--- src/sarseq_defines.vh ---
/*
 sarseq_defines.vh: constants for the successive-approximation sequencer.
 assumes: included by the sequencer only; definitions, no logic.
*/
`ifndef SARSEQ_DEFINES_VH
`define SARSEQ_DEFINES_VH

// machine cycle slots (12 clocks a machine cycle, 6 states x 2 phases)
`define SARSEQ_CLK_PER_MC   4'd12
`define SARSEQ_SLOT_STATE1_PHASE2    4'h1
`define SARSEQ_SLOT_STATE6_PHASE2    4'hb
`define SARSEQ_SLOT_LAST    4'hb

// conversion timing in machine cycles from internal start
`define SARSEQ_CONV_MC      6'd50
`define SARSEQ_SAMPLE_MC    6'd8
`define SARSEQ_SMP_FIRST    6'd2
`define SARSEQ_SMP_LAST     6'd5
`define SARSEQ_AZ1_END      6'd4
`define SARSEQ_AZ2_END      6'd6
`define SARSEQ_AZ3_END      6'd8
`define SARSEQ_BIT_FIRST    6'd8
`define SARSEQ_BITS         4'd10
`define SARSEQ_STEP_PHASE   2'b11
`define SARSEQ_FLAG_DELAY   2'd2

// result and approximation register, channel field width
`define SARSEQ_MIDSCALE     10'h200
`define SARSEQ_ZERO10       10'h000
`define SARSEQ_CHAN_W       3

`endif

--- src/sarseq_core.v ---
/*
 sarseq_core.v: digital sequencer of an 8-input 10-bit successive-approximation
 converter: start detection, sample and auto-zero timing, binary search.
 assumes: clk is the oscillator; a machine cycle is 12 clocks; the comparator
 decision arrives as a level that may change asynchronously.
*/
`timescale 1ns/1ps
`include "sarseq_defines.vh"

module sarseq_core #(
    parameter CHAN_W = `SARSEQ_CHAN_W
) (
    // clock and reset
    input  wire              clk,
    input  wire              nrst,
    // cpu side
    input  wire              sw_start_wr,
    input  wire [CHAN_W-1:0] chan_sel_wr,
    input  wire              chan_sel_we,
    output reg               conversion_start_flag_q,
    output reg  [9:0]        result_q,
    output reg               conv_done_q,
    output reg               start_pulse_q,
    output reg  [CHAN_W-1:0] chan_sel_q,
    // pins and analog front end
    input  wire              ext_start_pin,
    input  wire              comp_high,
    output reg               input_route_switch_q,
    output reg               sample_conn_q,
    output reg  [2:0]        stage_autozero_ctl_q,
    output reg               midref_switch_q,
    output reg  [9:0]        ladder_tap_q
);

    localparam ST_IDLE   = 3'b001;
    localparam ST_SAMPLE = 3'b010;
    localparam ST_CONV   = 3'b100;

    reg  [3:0]  slot_q;
    reg  [5:0]  mc_q;
    reg  [2:0]  state_q;
    reg  [9:0]  sar_q;
    reg  [9:0]  trial_q;
    reg  [1:0]  flag_dly_q;
    reg         flag_pend_q;
    reg         pin_s1_q;
    reg         pin_s2_q;
    reg         pin_prev_q;
    reg         hw_req_q;
    reg         sw_req_q;
    reg         cmp_s1_q;
    reg         cmp_s2_q;
    wire        at_state6_phase2 = (slot_q == `SARSEQ_SLOT_STATE6_PHASE2);
    wire        at_state1_phase2 = (slot_q == `SARSEQ_SLOT_STATE1_PHASE2);
    wire        mc_end  = (slot_q == `SARSEQ_SLOT_LAST);
    wire        busy    = (state_q != ST_IDLE);
    wire        go_sw   = at_state6_phase2 && (sw_start_wr || sw_req_q) && !busy;
    wire        go_hw   = at_state1_phase2 && hw_req_q && !busy;
    wire        go      = go_sw || go_hw;

    // machine cycle slot counter
    always @(posedge clk) begin
        if (!nrst)
            slot_q <= 4'h0;
        else if (mc_end)
            slot_q <= 4'h0;
        else
            slot_q <= slot_q + 4'h1;
    end

    // pin and comparator synchronisers; only stage two is read
    always @(posedge clk) begin
        if (!nrst) begin
            pin_s1_q <= 1'b0;
            pin_s2_q <= 1'b0;
            cmp_s1_q <= 1'b0;
            cmp_s2_q <= 1'b0;
        end else begin
            pin_s1_q <= ext_start_pin;
            pin_s2_q <= pin_s1_q;
            cmp_s1_q <= comp_high;
            cmp_s2_q <= cmp_s1_q;
        end
    end

    // edge detect once a machine cycle; pin held one cycle each level
    always @(posedge clk) begin
        if (!nrst) begin
            pin_prev_q <= 1'b0;
            hw_req_q   <= 1'b0;
        end else begin
            if (at_state6_phase2) begin
                pin_prev_q <= pin_s2_q;
                if (pin_s2_q && !pin_prev_q)
                    hw_req_q <= 1'b1;
            end else if (go_hw || (busy && at_state1_phase2)) begin
                hw_req_q <= 1'b0;
            end
        end
    end

    // software write held until the next state6 phase2
    always @(posedge clk) begin
        if (!nrst)
            sw_req_q <= 1'b0;
        else if (at_state6_phase2)
            sw_req_q <= 1'b0;
        else if (sw_start_wr && !busy)
            sw_req_q <= 1'b1;
    end

    // channel field
    always @(posedge clk) begin
        if (!nrst)
            chan_sel_q <= {CHAN_W{1'b0}};
        else if (chan_sel_we && !busy)
            chan_sel_q <= chan_sel_wr;
    end

    // sequencer: start, sample interval, ten bit steps
    always @(posedge clk) begin
        if (!nrst) begin
            state_q       <= ST_IDLE;
            mc_q          <= 6'd0;
            start_pulse_q <= 1'b0;
        end else begin
            start_pulse_q <= go;
            case (state_q)
                ST_IDLE: begin
                    if (go) begin
                        state_q <= ST_SAMPLE;
                        mc_q    <= 6'd0;
                    end
                end
                ST_SAMPLE: begin
                    if (mc_end) begin
                        mc_q <= mc_q + 6'd1;
                        if (mc_q + 6'd1 == `SARSEQ_BIT_FIRST)
                            state_q <= ST_CONV;
                    end
                end
                ST_CONV: begin
                    if (mc_end) begin
                        mc_q <= mc_q + 6'd1;
                        if (mc_q + 6'd1 == `SARSEQ_CONV_MC)
                            state_q <= ST_IDLE;
                    end
                end
                default: state_q <= ST_IDLE;
            endcase
        end
    end

    // bit steps: four machine cycles per decision, ten decisions fill cycles 8..47,
    // leaving two cycles to settle and transfer within the fixed 50
    wire [5:0] bit_mc   = mc_q - `SARSEQ_BIT_FIRST;
    wire       step_end = (state_q == ST_CONV) && mc_end && (bit_mc[1:0] == `SARSEQ_STEP_PHASE)
                          && (trial_q != `SARSEQ_ZERO10);
    always @(posedge clk) begin
        if (!nrst) begin
            sar_q   <= `SARSEQ_ZERO10;
            trial_q <= `SARSEQ_ZERO10;
        end else if (go) begin
            sar_q   <= `SARSEQ_MIDSCALE;
            trial_q <= `SARSEQ_MIDSCALE;
        end else if (step_end) begin
            // clear the trial bit when dac is above the input
            sar_q   <= (cmp_s2_q ? (sar_q & ~trial_q) : sar_q) | (trial_q >> 1);
            trial_q <= trial_q >> 1;
        end
    end

    // completion: transfer result, pulse done
    wire finish = (state_q == ST_CONV) && mc_end && (mc_q + 6'd1 == `SARSEQ_CONV_MC);
    always @(posedge clk) begin
        if (!nrst) begin
            result_q    <= `SARSEQ_ZERO10;
            conv_done_q <= 1'b0;
        end else begin
            conv_done_q <= finish;
            if (finish)
                result_q <= sar_q;
        end
    end

    // readable start flag lags internal start by two machine cycles
    always @(posedge clk) begin
        if (!nrst) begin
            flag_pend_q             <= 1'b0;
            flag_dly_q              <= 2'd0;
            conversion_start_flag_q <= 1'b0;
        end else begin
            if (go) begin
                flag_pend_q <= 1'b1;
                flag_dly_q  <= 2'd0;
            end else if (flag_pend_q && mc_end) begin
                if (flag_dly_q + 2'd1 == `SARSEQ_FLAG_DELAY) begin
                    flag_pend_q             <= 1'b0;
                    conversion_start_flag_q <= 1'b1;
                end
                flag_dly_q <= flag_dly_q + 2'd1;
            end
            if (finish)
                conversion_start_flag_q <= 1'b0;
        end
    end

    // analog switch controls
    always @(posedge clk) begin
        if (!nrst) begin
            input_route_switch_q <= 1'b0;
            sample_conn_q        <= 1'b0;
            stage_autozero_ctl_q <= 3'b000;
            midref_switch_q      <= 1'b0;
            ladder_tap_q         <= `SARSEQ_MIDSCALE;
        end else begin
            // pin routed through the sample interval, dac after
            input_route_switch_q <= (state_q == ST_SAMPLE);
            midref_switch_q      <= busy;
            sample_conn_q        <= (state_q == ST_SAMPLE) && (mc_q >= `SARSEQ_SMP_FIRST)
                                    && (mc_q <= `SARSEQ_SMP_LAST);
            // stages released in turn so each zeroes behind a settled one
            stage_autozero_ctl_q[0] <= (state_q == ST_SAMPLE) && (mc_q < `SARSEQ_AZ1_END);
            stage_autozero_ctl_q[1] <= (state_q == ST_SAMPLE) && (mc_q < `SARSEQ_AZ2_END);
            stage_autozero_ctl_q[2] <= (state_q == ST_SAMPLE) && (mc_q < `SARSEQ_AZ3_END);
            ladder_tap_q         <= (state_q == ST_CONV) ? sar_q : `SARSEQ_MIDSCALE;
        end
    end

endmodule // sarseq_core

--- config.mk ---
export PLATFORM = sky130hd
export DESIGN_NAME = sarseq_core
export DESIGN_NICKNAME = d
export VERILOG_FILES = /design/src/sarseq_core.v
export VERILOG_INCLUDE_DIRS = /design/src /design/src/src
export SDC_FILE = /design/constraint.sdc
export NUM_CORES = 1
export LEC_CHECK = 0
export BUFFER_PORTS_ARGS = -buffer_cell sky130_fd_sc_hd__buf_2
export CAP_MARGIN = 10
export CORE_MARGIN = 2
export CORE_UTILIZATION = 52
export CTS_BUF_LIST = sky130_fd_sc_hd__clkbuf_4
export CTS_CLUSTER_DIAMETER = 80
export DETAILED_ROUTE_END_ITERATION = 10
export HOLD_SLACK_MARGIN = 0.15
export PLACE_DENSITY = 0.85
export SLEW_MARGIN = 20
export SYNTH_ARGS = -nofsm -noshare
export SYNTH_HDL_FRONTEND = slang
export SYNTH_SLANG_ARGS = --single-unit
--- constraint.sdc ---
create_clock -name clk -period 2.4 [get_ports clk]
set_clock_uncertainty 0.2 [all_clocks]
set_input_delay 0.48 -clock clk [delete_from_list [all_inputs] [get_ports clk]]
set_output_delay 0.48 -clock clk [all_outputs]
set_load 0.03 [all_outputs]
# After elaboration in Yosys (flattened, before gate mapping)
# Cells that the tools add are included.
# classes
n_addsub	4
n_mux	20
n_eq_ne	17
n_reduce_logical	39
bitwise_logic	5
order_cmp	5
# ops
operator	n
$mux 10	5
$logic_and 1x1->1	18
$mux 3	5
$lt 6x3->1 const B	2
$mux 6	2
$pmux 6 s2	1
$and 10x10->10	1
$ne 2x2->1 const B	5
$not 10->10	1
$or 10x9->10	1
$reduce_bool 10->1	1
$reduce_bool 2->1	5
$pmux 3 s3	1
$reduce_or 2->1	4
$add 6x1->6 const B	1
$eq 6x4->1 const B	1
$eq 6x6->1 const B	1
$ge 6x2->1 const B	1
$le 6x3->1 const B	1
$lt 6x4->1 const B	1
$mux 1	6
$reduce_and 2->1	3
$reduce_and 3->1	2
$reduce_and 5->1	1
other kinds (14)	20
# totals
out_inout_bits	32
in_bits	9
reg_bits	75

# Depth between registers and ports, before layout
# Gate-level depths: netlist of run 1.
# logic_depth
word_depth	6
depth_mapped	8
mapped_depth_nobuf	6

# Least setup slack after synthesis of run 1
# No wires, ideal clock.
# synth_timing
kind	flip-flop to flip-flop
from	reg slot_q[0]
to	reg flag_dly_q[1]
path_slack_ns	0.427
setup_time_ns	0.091
required_time_ns	2.109
arrival_ns	1.682
stages_incl_launch_ff	9
synth_period_minus_slack_ns	1.973
path_buffers	2
path_cell_list	dfxtp_1 > ha_1 > and3b_1 > buf_2 > a32o_1 > nand2_2 > nand2_2 > buf_6 > a311oi_1
# synth_via
elab_chain_cells	5
elab_cells_between_ends	9
# synth_lines
item	line_no	source
start, declared	sarseq_core.v:39	reg [3:0] slot_q;
start signal, assigned	sarseq_core.v:68	slot_q <= slot_q + 4'h1;
$eq 4x4->1 (no line) / $eq 4x1->1 (equally long branches)	n/a	
$logic_and 1x1->1, on equally long branches (2 in a row)	sarseq_core.v:57, sarseq_core.v:58	
$logic_or 1x1->1	sarseq_core.v:59	wire go = go_sw || go_hw;
$reduce_or 2->1 (no line)	n/a	
end signal, assigned	sarseq_core.v:201	flag_dly_q <= flag_dly_q + 2'd1;
end, declared	sarseq_core.v:44	reg [1:0] flag_dly_q;
# Several ways; a longest one is shown, not always the timed one.
# A chain may end at the register's enable or synchronous reset.

# Final worst setup path of run 1
# layout_timing
from	reg mc_q[0]
to	reg result_q[5]
# layout_via
elab_chain_cells	3
# layout_lines
item	line_no	source
start, declared	sarseq_core.v:40	reg [5:0] mc_q;
start signal, assigned	sarseq_core.v:137	mc_q <= mc_q + 6'd1;
start signal, assigned	sarseq_core.v:144	mc_q <= mc_q + 6'd1;
$add 6x1->6	sarseq_core.v:174	wire finish = (state_q == ST_CONV) && mc_end && (mc_q + 6'd1 == `SARSEQ_CONV_MC);
$eq 6x6->1 (no line)	n/a	
$logic_and 1x1->1	sarseq_core.v:174	
end signal, assigned	sarseq_core.v:177	result_q <= `SARSEQ_ZERO10;
end signal, assigned	sarseq_core.v:182	result_q <= sar_q;
end, declared	sarseq_core.v:21	output reg [9:0] result_q,
# No other way between the ends.

==> impl_metrics.toml, run 1 <==
[status]
status = "finished clean"

[critical_path]
ff2ff_path_depth = 5
r2r_slack_ns = 0.16
timing.rr.start = "mc_q[0]"
cp-end-kind = "flip-flop"
reg2reg_to = "result_q[5]"
cp.arrival_ns = 2.44
crit_fanout = 11
startpoint_type = "flip-flop"
cp.required_ns = 2.59
critPathKind = "flip-flop to flip-flop"

[global_routing]
antenna_found_initial = 0
grt_pass1_wl_um = 9410
track_usage_pct = 19.6
overflow = 0
first_global_vias = 2091
grt_max_degree = 21

[die]
fp.dieH_um = 78.0
die-area_um2 = 6080
core_um2 = 5200
num_rows = 26
ioPinCount = 41
die_w_um = 78.0
start_util_pct = 54.7

[logic_synthesis]
syn_inst = 307
synth-seq-cells = 75
yosysTopAreaCellShare_pct = 52.8
async_flop_share_pct = 0
synth_seq_area_share_pct = 52.8
synth_nets = 323
synth_area_leaders = "dfxtp_1, a21oi_1, nand2_1"
yosysWarnings = 0
synth_edf_count = 0
synth_cell_type_count = 49
syn-cell-area_um2 = 2850
synth_flop_cell = "dfxtp_1"
postSynthAreaPerCell_um2 = 9.27
synth_most_common_cell = "dfxtp_1"
synth_common_cells = "dfxtp_1, nand2_1, a21oi_1"
synth_top_area_cell = "dfxtp_1"

[drt]
drt_pass1_iterations = 4
via_per_inst = 5.44
drt_iter0_drc = 184
final_antenna_net_count = 0
drcViolationCount = 0
wirelength_um = 5730
vias = 2350
routedWlPerCell_um = 13.3

[clock_network]
cts_tree = "yes"
path_clk_slew_ns = 0.14
numClockSinks = 75
cts_htree_levels = 3
clock_latency_ns = 0.44
cts_made_buffers = 9
root_buffer = "clkbuf_4"
cts.path.max_buffers = 2

[finish]
instances_no_fill = 432
nets = 373
multiInputGateArea_um2 = 1230
syn2layout_area_growth_pct = 16.8
fillCellCount = 444
drive_gt1_share_pct = 21.5
regArea_um2 = 1500
diodes = 0
finish.utilization_pct = 63.9

[timing]
fin_tns_setup_ns = 0
final.setup.worst_slack_ns = 0.156
whs_ns = 0.200
maxSlewHeadroom_pct = 36.7
setup_viol = 0
rsz0062_at_grt = "false"
slew_violations = 0
tightest_slew_ns = 0.950
period_share_pct = 93.5
max_freq_mhz = 446
finalCriticalPeriod_ns = 2.24
final_hold_viol_count = 0

[placement]
pre_cts_ws_ns = 0.129
hpwl_um = 4040
routabilityCongestion = 0.863
io_buffers = 40
place_inst = 410

[hold_path]
worstHoldStart = "nrst"
hp-class = "input port to flip-flop"
holdPathEnd = "pin_s1_q"
holdPathStages = 2

[power_and_ir_drop]
p_leak_nw = 1.39
p_per_area_nw_per_um2 = 623
peakVddDrop_mv = 0.535

[job]
max_cap_viol_count = 0
[per-layer routing]
metal	vias up	GRT usage, %	share of wire (%)
li1	1175	-	-
met1	1073	25.3	44
met2	91	30.8	47
met3	11	3.72	7.6
met4	0	11.2	2.0
met5	-	0	0
[how the worst max path moves through the flow]
stage,from,endpoint,slack [ns],cells after the start
4_1_cts,slot_q[0],flag_dly_q[1],0.09,6
2_1_floorplan,slot_q[0],flag_dly_q[1],0.43,8
6_report,mc_q[0],result_q[5],0.16,5
5_1_grt,mc_q[0],result_q[0],0.05,5
3_5_place_dp,slot_q[0],flag_dly_q[1],0.13,6
3_3_place_gp,slot_q[0],flag_dly_q[1],0.21,6
[report_power, final]
group | switching, W | internal (W)
logic | 0.0000375 | 0.0000277
registers | 0.00000820 | 0.00126
clock network | 0.000498 | 0.000241
[through the flow]
stage	instance area (um^2)	total power, W
floorplan	2850	0.00133
global route	3320	0.00216
CTS	3310	0.00209
global placement	3120	0.00135
finish	3320	0.00207
detailed placement	3120	0.00135
[state kept, by name (all words and copies together), names as in the netlist, 3 cells and up]
register and cells:
sar_q 10, trial_q 10, slot_q 4, mc_q 6, result_q 10, state_q 3, stage_autozero_ctl_q 3, chan_sel_q 3
ladder_tap_q 10
[critical path: stages (launching register included)]
cell and delay [ns]:
dfxtp_1 0.46, ha_1 0.31, or3_1 0.16, o21ai_2 0.08
a21oi_1 0.74, a22o_1 0.27
[cells in the final DEF, fill, tap and decap left out, drive strengths merged, types with 7 or more instances in the layout]
cell type | synthesis | layout
a21oi | 34 | 34
nand3 | 9 | 9
a22o | 10 | 10
clkbuf | 8 | 9
and3 | 9 | 9
inv | 11 | 17
buf | 8 | 49
nor2 | 25 | 25
nand2 | 44 | 44
ha | 7 | 7
dfxtp | 75 | 75
o21ai | 11 | 11
[logic make-up (layout without fill, tap and decap cells)]
family	after synthesis	after routing	synth area share, %
AO/OA/AOI/OAI	72	72	16.1
XOR/XNOR	2	2	0.616
adder cells (fa/ha/maj)	7	7	3.08
buffers and inverters	27	82	4.31
flip-flops	75	75	52.8
multiplexers	7	7	2.55
AND/OR/NAND/NOR	117	117	20.5
[area by class of cell]
cell class,count,area share [%]
flip-flops and latches,75,45.2
inverters,11,1.24
clock buffers,9,2.03
repair buffers,55,9.86
multi-input cells,205,37.1
well taps,70,2.63
clock inverters,7,1.96
[timing repair]
action                                  in CTS  in global routing
setup buffers                                0                  0
endpoints found under the hold margin        6                  0
endpoints found under the setup margin       0                 11
hold buffers                                 6                  0
resized for setup                            0                  3
Note: power is estimated with default switching activity, not from simulation.
==> run 2, diff against run 1 <==
--- a/config.mk
+++ b/config.mk
@@ -7,7 +7,7 @@
 export NUM_CORES = 1
 export LEC_CHECK = 0
 export BUFFER_PORTS_ARGS = -buffer_cell sky130_fd_sc_hd__buf_2
-export CAP_MARGIN = 10
+export CORE_ASPECT_RATIO = 0.5
 export CORE_MARGIN = 2
 export CORE_UTILIZATION = 52
 export CTS_BUF_LIST = sky130_fd_sc_hd__clkbuf_4
==> impl_metrics.toml, run 2 (synthesized netlist as in run 1, its figures left out) <==
[drt]
via_per_inst = 5.48
routedWlPerCell_um = 13.6
drt_pass1_iterations = 4
drcViolationCount = 0
drt_iter0_drc = 229
wirelength_um = 5850
final_antenna_net_count = 0
vias = 2356

[finish]
nets = 371
instances_no_fill = 430
finish.utilization_pct = 64.7
syn2layout_area_growth_pct = 15.7
final_cell_mix = "dfxtp_1, nand2_1, buf_2"
drive_gt1_share_pct = 20.8
final_common_cell = "dfxtp_1"
diodes = 0

[timing]
tightest_slew_ns = 0.925
period_share_pct = 94.3
rsz0062_at_grt = "false"
final_hold_viol_count = 0
finalCriticalPeriod_ns = 2.26
maxSlewHeadroom_pct = 38.3
final.setup.worst_slack_ns = 0.137
max_freq_mhz = 442
slew_violations = 0
setup_viol = 0
fin_tns_setup_ns = 0

[critical_path]
reg2reg_to = "result_q[0]"
critPathTopFamily = "compound AO/OA/AOI/OAI gates"
max_stage_delay_ns = 0.72
cp-end-kind = "flip-flop"
cp_slowest_cell = "a21oi_1"
timing.critical_path.buf_inv = 0
crit_fanout = 11
path_cells = "ha_1 > or3_1 > o21ai_2 > a21oi_1 > a22o_1"
timing.rr.start = "mc_q[1]"
cp.required_ns = 2.57
critPathKind = "flip-flop to flip-flop"
r2r_slack_ns = 0.14
cp.arrival_ns = 2.43
startpoint_type = "flip-flop"
ff2ff_path_depth = 5

[global_routing]
grt-busiest-layer = "met2"
gr-usage-met3_pct = 7.55
antenna_found_initial = 0
grt_use_met2_pct = 33.5
first_global_vias = 2183
grt_max_degree = 21
grtUsageMet1_pct = 23.9
grt_pass1_wl_um = 9570
track_usage_pct = 20.4
overflow = 0

[job]
max_cap_viol_count = 0

[power_and_ir_drop]
switchingPower_w = 0.000485
internal_power_w = 0.00151
p_seq_share_pct = 63.4
p_per_area_nw_per_um2 = 606
peakVddDrop_mv = 0.271
p_leak_nw = 1.38
swShare_pct = 24.3
power_frac_clock_pct = 33.3
p_comb_share_pct = 3.3

[clock_network]
numClockSinks = 75
clock_latency_ns = 0.42
path_clk_slew_ns = 0.12
cts_htree_levels = 3
root_buffer = "clkbuf_4"
cts_tree = "yes"
cts.path.max_buffers = 2
cts_made_buffers = 9

[placement]
pre_cts_ws_ns = 0.129
io_buffers = 40
hpwl_um = 4010
place_inst = 408
routabilityCongestion = 0.871

[die]
fp.dieH_um = 56.3
start_util_pct = 55.9
num_rows = 18
die_w_um = 109
core_um2 = 5090
die-area_um2 = 6120
ioPinCount = 41

[hold_path]
hp-class = "input port to flip-flop"
holdPathEnd = "mc_q[3]"
holdPathStages = 3
worstHoldStart = "nrst"

[status]
status = "finished clean"
==> run 2: cell types whose count changed in the layout (fill, tap and decap cells not counted), moves of 2 or more <==
cell / delta
clkinv_2: +3
buf_4: -2
inv_8: -2
inv_6: -3
clkinv_4: +2
==> run 2: power groups by stage <==
stage	registers, W	logic, W	clock network [W]
6_report	0.00126	0.0000658	0.000665
3_3_place_gp	0.00129	0.0000553	0
5_1_grt	0.00127	0.0000726	0.000740
2_1_floorplan	0.00130	0.0000384	0
3_5_place_dp	0.00129	0.0000577	0
4_1_cts	0.00126	0.0000658	0.000682
==> run 2: repair_timing <==
| item | in CTS | in global routing |
|---|---|---|
| hold buffers | 6 | 0 |
| buffers inserted | 0 | 0 |
| gates resized for setup | 0 | 3 |
| setup endpoints to repair | 0 | 21 |
| hold endpoints to repair | 6 | 0 |
==> run 2: cell type report <==
class	count	area, um^2
Sequential cell	75	1500
Clock inverter	6	41.3
Inverter	11	41.3
Tap cell	70	87.6
Clock buffer	10	75.1
Timing Repair Buffer	53	313
Fill cell	429	1800
Multi-Input combinational cell	205	1230
==> run 2: how the worst max path moves through the flow <==
stage	to	startpoint	depth (start not counted)
finish	result_q[0]	mc_q[1]	5
global route	result_q[9]	slot_q[0]	5
CTS	flag_dly_q[1]	slot_q[0]	6
detailed placement	flag_dly_q[1]	slot_q[0]	6
global placement	flag_dly_q[1]	slot_q[0]	6
floorplan	flag_dly_q[1]	slot_q[0]	8
==> run 2: worst reg2reg max path, cell delays in order (launching register included) <==
cell,delay (ns)
dfxtp_1,0.47
ha_1,0.31
or3_1,0.16
o21ai_2,0.08
a21oi_1,0.72
a22o_1,0.28
==> run 2: per-layer routing <==
metal,wire (um),share of wire (%)
met2,2820,48
met4,99,1.7
met3,358,6.1
met1,2570,44
met5,0,0
==> run 2: metrics by stage <==
step | power [W] | hold WS (ns) | area [um^2]
after detailed placement | 0.00135 | 0.232 | 3100
after CTS | 0.00201 | 0.170 | 3280
after global routing | 0.00208 | 0.193 | 3290
after floorplan | 0.00133 | 0.212 | 2850
after global placement | 0.00135 | 0.216 | 3100
final | 0.00200 | 0.216 | 3290
==> run 3, diff against run 2 <==
--- a/config.mk
+++ b/config.mk
@@ -7,14 +7,16 @@
 export NUM_CORES = 1
 export LEC_CHECK = 0
 export BUFFER_PORTS_ARGS = -buffer_cell sky130_fd_sc_hd__buf_2
+export CELL_PAD_IN_SITES_DETAIL_PLACEMENT = 1
+export CELL_PAD_IN_SITES_GLOBAL_PLACEMENT = 1
 export CORE_ASPECT_RATIO = 0.5
 export CORE_MARGIN = 2
-export CORE_UTILIZATION = 52
+export CORE_UTILIZATION = 45
 export CTS_BUF_LIST = sky130_fd_sc_hd__clkbuf_4
 export CTS_CLUSTER_DIAMETER = 80
 export DETAILED_ROUTE_END_ITERATION = 10
 export HOLD_SLACK_MARGIN = 0.15
-export PLACE_DENSITY = 0.85
+export PLACE_DENSITY_LB_ADDON = 0.1
 export SLEW_MARGIN = 20
 export SYNTH_ARGS = -nofsm -noshare
 export SYNTH_HDL_FRONTEND = slang
==> impl_metrics.toml, run 3 (synthesized netlist as in run 1, its figures left out) <==
[critical_path]
timing.rr.start = "slot_q[0]"
reg2reg_to = "mc_q[5]"
crit_end = "mc_q[5]"
ff2ff_path_depth = 6
cp.arrival_ns = 2.36
cp.required_ns = 2.54
startpoint_type = "input port"
critPathKind = "input port to flip-flop"
r2r_slack_ns = 0.19
crit_fanout = 9
cp-startpoint = "sw_start_wr"
cp-end-kind = "flip-flop"

[timing]
tightest_slew_ns = 0.578
finalCriticalPeriod_ns = 2.22
whs_ns = 0.205
period_share_pct = 92.4
maxSlewHeadroom_pct = 61.3
rsz0062_at_grt = "false"
fin_tns_setup_ns = 0
slew_violations = 0
final_hold_viol_count = 0
max_freq_mhz = 451
setup_viol = 0

[power_and_ir_drop]
swShare_pct = 24.8
p_per_area_nw_per_um2 = 603
p_leak_nw = 1.38
peakVddDrop_mv = 0.338
finalPower_w = 0.00201
p_comb_share_pct = 3.4
power_frac_clock_pct = 33.5
p_seq_share_pct = 63.1
internal_power_w = 0.00151
switchingPower_w = 0.000498

[clock_network]
cts_made_buffers = 9
cts.path.max_buffers = 2
cts_htree_levels = 3
numClockSinks = 75
cts_tree = "yes"
post_cts_buffers = 0
root_buffer = "clkbuf_4"
clock_latency_ns = 0.45
path_clk_slew_ns = 0.12

[drt]
drt_iter0_drc = 135
drt_pass1_iterations = 4
final_antenna_net_count = 0
via_per_inst = 5.27
routedWlPerCell_um = 15.2
vias = 2372
wirelength_um = 6820
drcViolationCount = 0
topRoutingLayerUsed = "met4"
met1Wirelength_um = 3260
dr_wl_met2_um = 3060
wl_met3_um = 401

[die]
die_w_um = 116
ioPinCount = 41
fp.dieH_um = 60.2
num_rows = 20
die-area_um2 = 7010
start_util_pct = 46.8
core_um2 = 6080

[global_routing]
overflow = 0
grt_pass1_wl_um = 11000
track_usage_pct = 21.4
grt_max_degree = 21
antenna_found_initial = 0
first_global_vias = 2269

[hold_path]
hp-class = "input port to flip-flop"

[placement]
hpwl_um = 4820
routabilityCongestion = 0.820
place_inst = 428
io_buffers = 40

[finish]
syn2layout_area_growth_pct = 16.9
final_common_cell = "dfxtp_1"
nets = 373
drive_gt1_share_pct = 21.5
final_cell_mix = "dfxtp_1, nand2_1, buf_2"
instances_no_fill = 450
diodes = 0

[status]
status = "finished clean"

[job]
max_cap_viol_count = 0
[run 3: cell types whose count changed in the layout (fill, tap and decap cells not counted)]
cell        previous run  this run
nand2_4                2         1
a21oi_1               34        33
a21oi_2                0         1
clkinvlp_4             0         1
clkinv_4               2         1
nand2_2                0         1
buf_4                  7         9
[run 3: worst min path at each step]
stage          cells after the start  slack, ns      from        to
3_3_place_gp                       1       0.22  pin_s1_q  pin_s2_q
6_report                           2       0.20      nrst  cmp_s1_q
5_1_grt                            2       0.18      nrst  cmp_s1_q
4_1_cts                            3       0.17      nrst   mc_q[3]
2_1_floorplan                      1       0.21  cmp_s1_q  cmp_s2_q
3_5_place_dp                       1       0.23  pin_s1_q  pin_s2_q
[run 3: area by class of cell]
type	instances	area [um^2]
multi-input cells	205	1230
clock buffers	10	75.1
well taps	88	110
fillers	739	2750
flip-flops and latches	75	1500
repair buffers	55	328
clock inverters	6	40.0
inverters	11	41.3
[run 3: through the flow]
| step | utilization, % | setup slack [ns] | area (um^2) |
|---|---|---|---|
| floorplan | - | 0.427 | 2850 |
| global placement | 51.7 | 0.155 | 3140 |
| detailed placement | 51.7 | 0.0476 | 3140 |
| CTS | 54.5 | 0.0258 | 3320 |
| global route | 54.7 | 0.0244 | 3330 |
| finish | 54.7 | 0.183 | 3330 |
[run 3: timing repair]
action,in CTS,in global routing
gates resized for setup,0,3
setup endpoints to repair,0,27
hold endpoints to repair,6,0
hold buffers,6,0
[run 3: worst max-delay path: stages]
cell and delay [ns]:
dlygate4sd3_1 0.53, buf_2 0.13, or2_2 0.27, a32o_1 0.27, nand2_2 0.22, nand2_1 0.15
a311oi_1 0.32
[run 3: power by group through the flow]
stage / logic [W] / registers, W / clock network, W
after floorplan: 0.0000384 / 0.00130 / 0
after global placement: 0.0000574 / 0.00129 / 0
after detailed placement: 0.0000604 / 0.00129 / 0
after CTS: 0.0000680 / 0.00127 / 0.000701
after global routing: 0.0000746 / 0.00127 / 0.000750
final: 0.0000681 / 0.00127 / 0.000672
[run 3: per-layer routing]
layer,GRT usage [%],up-vias
met5,0,-
met4,7.99,0
met3,8.22,10
met2,35.3,54
met1,25.8,1137
li1,-,1171
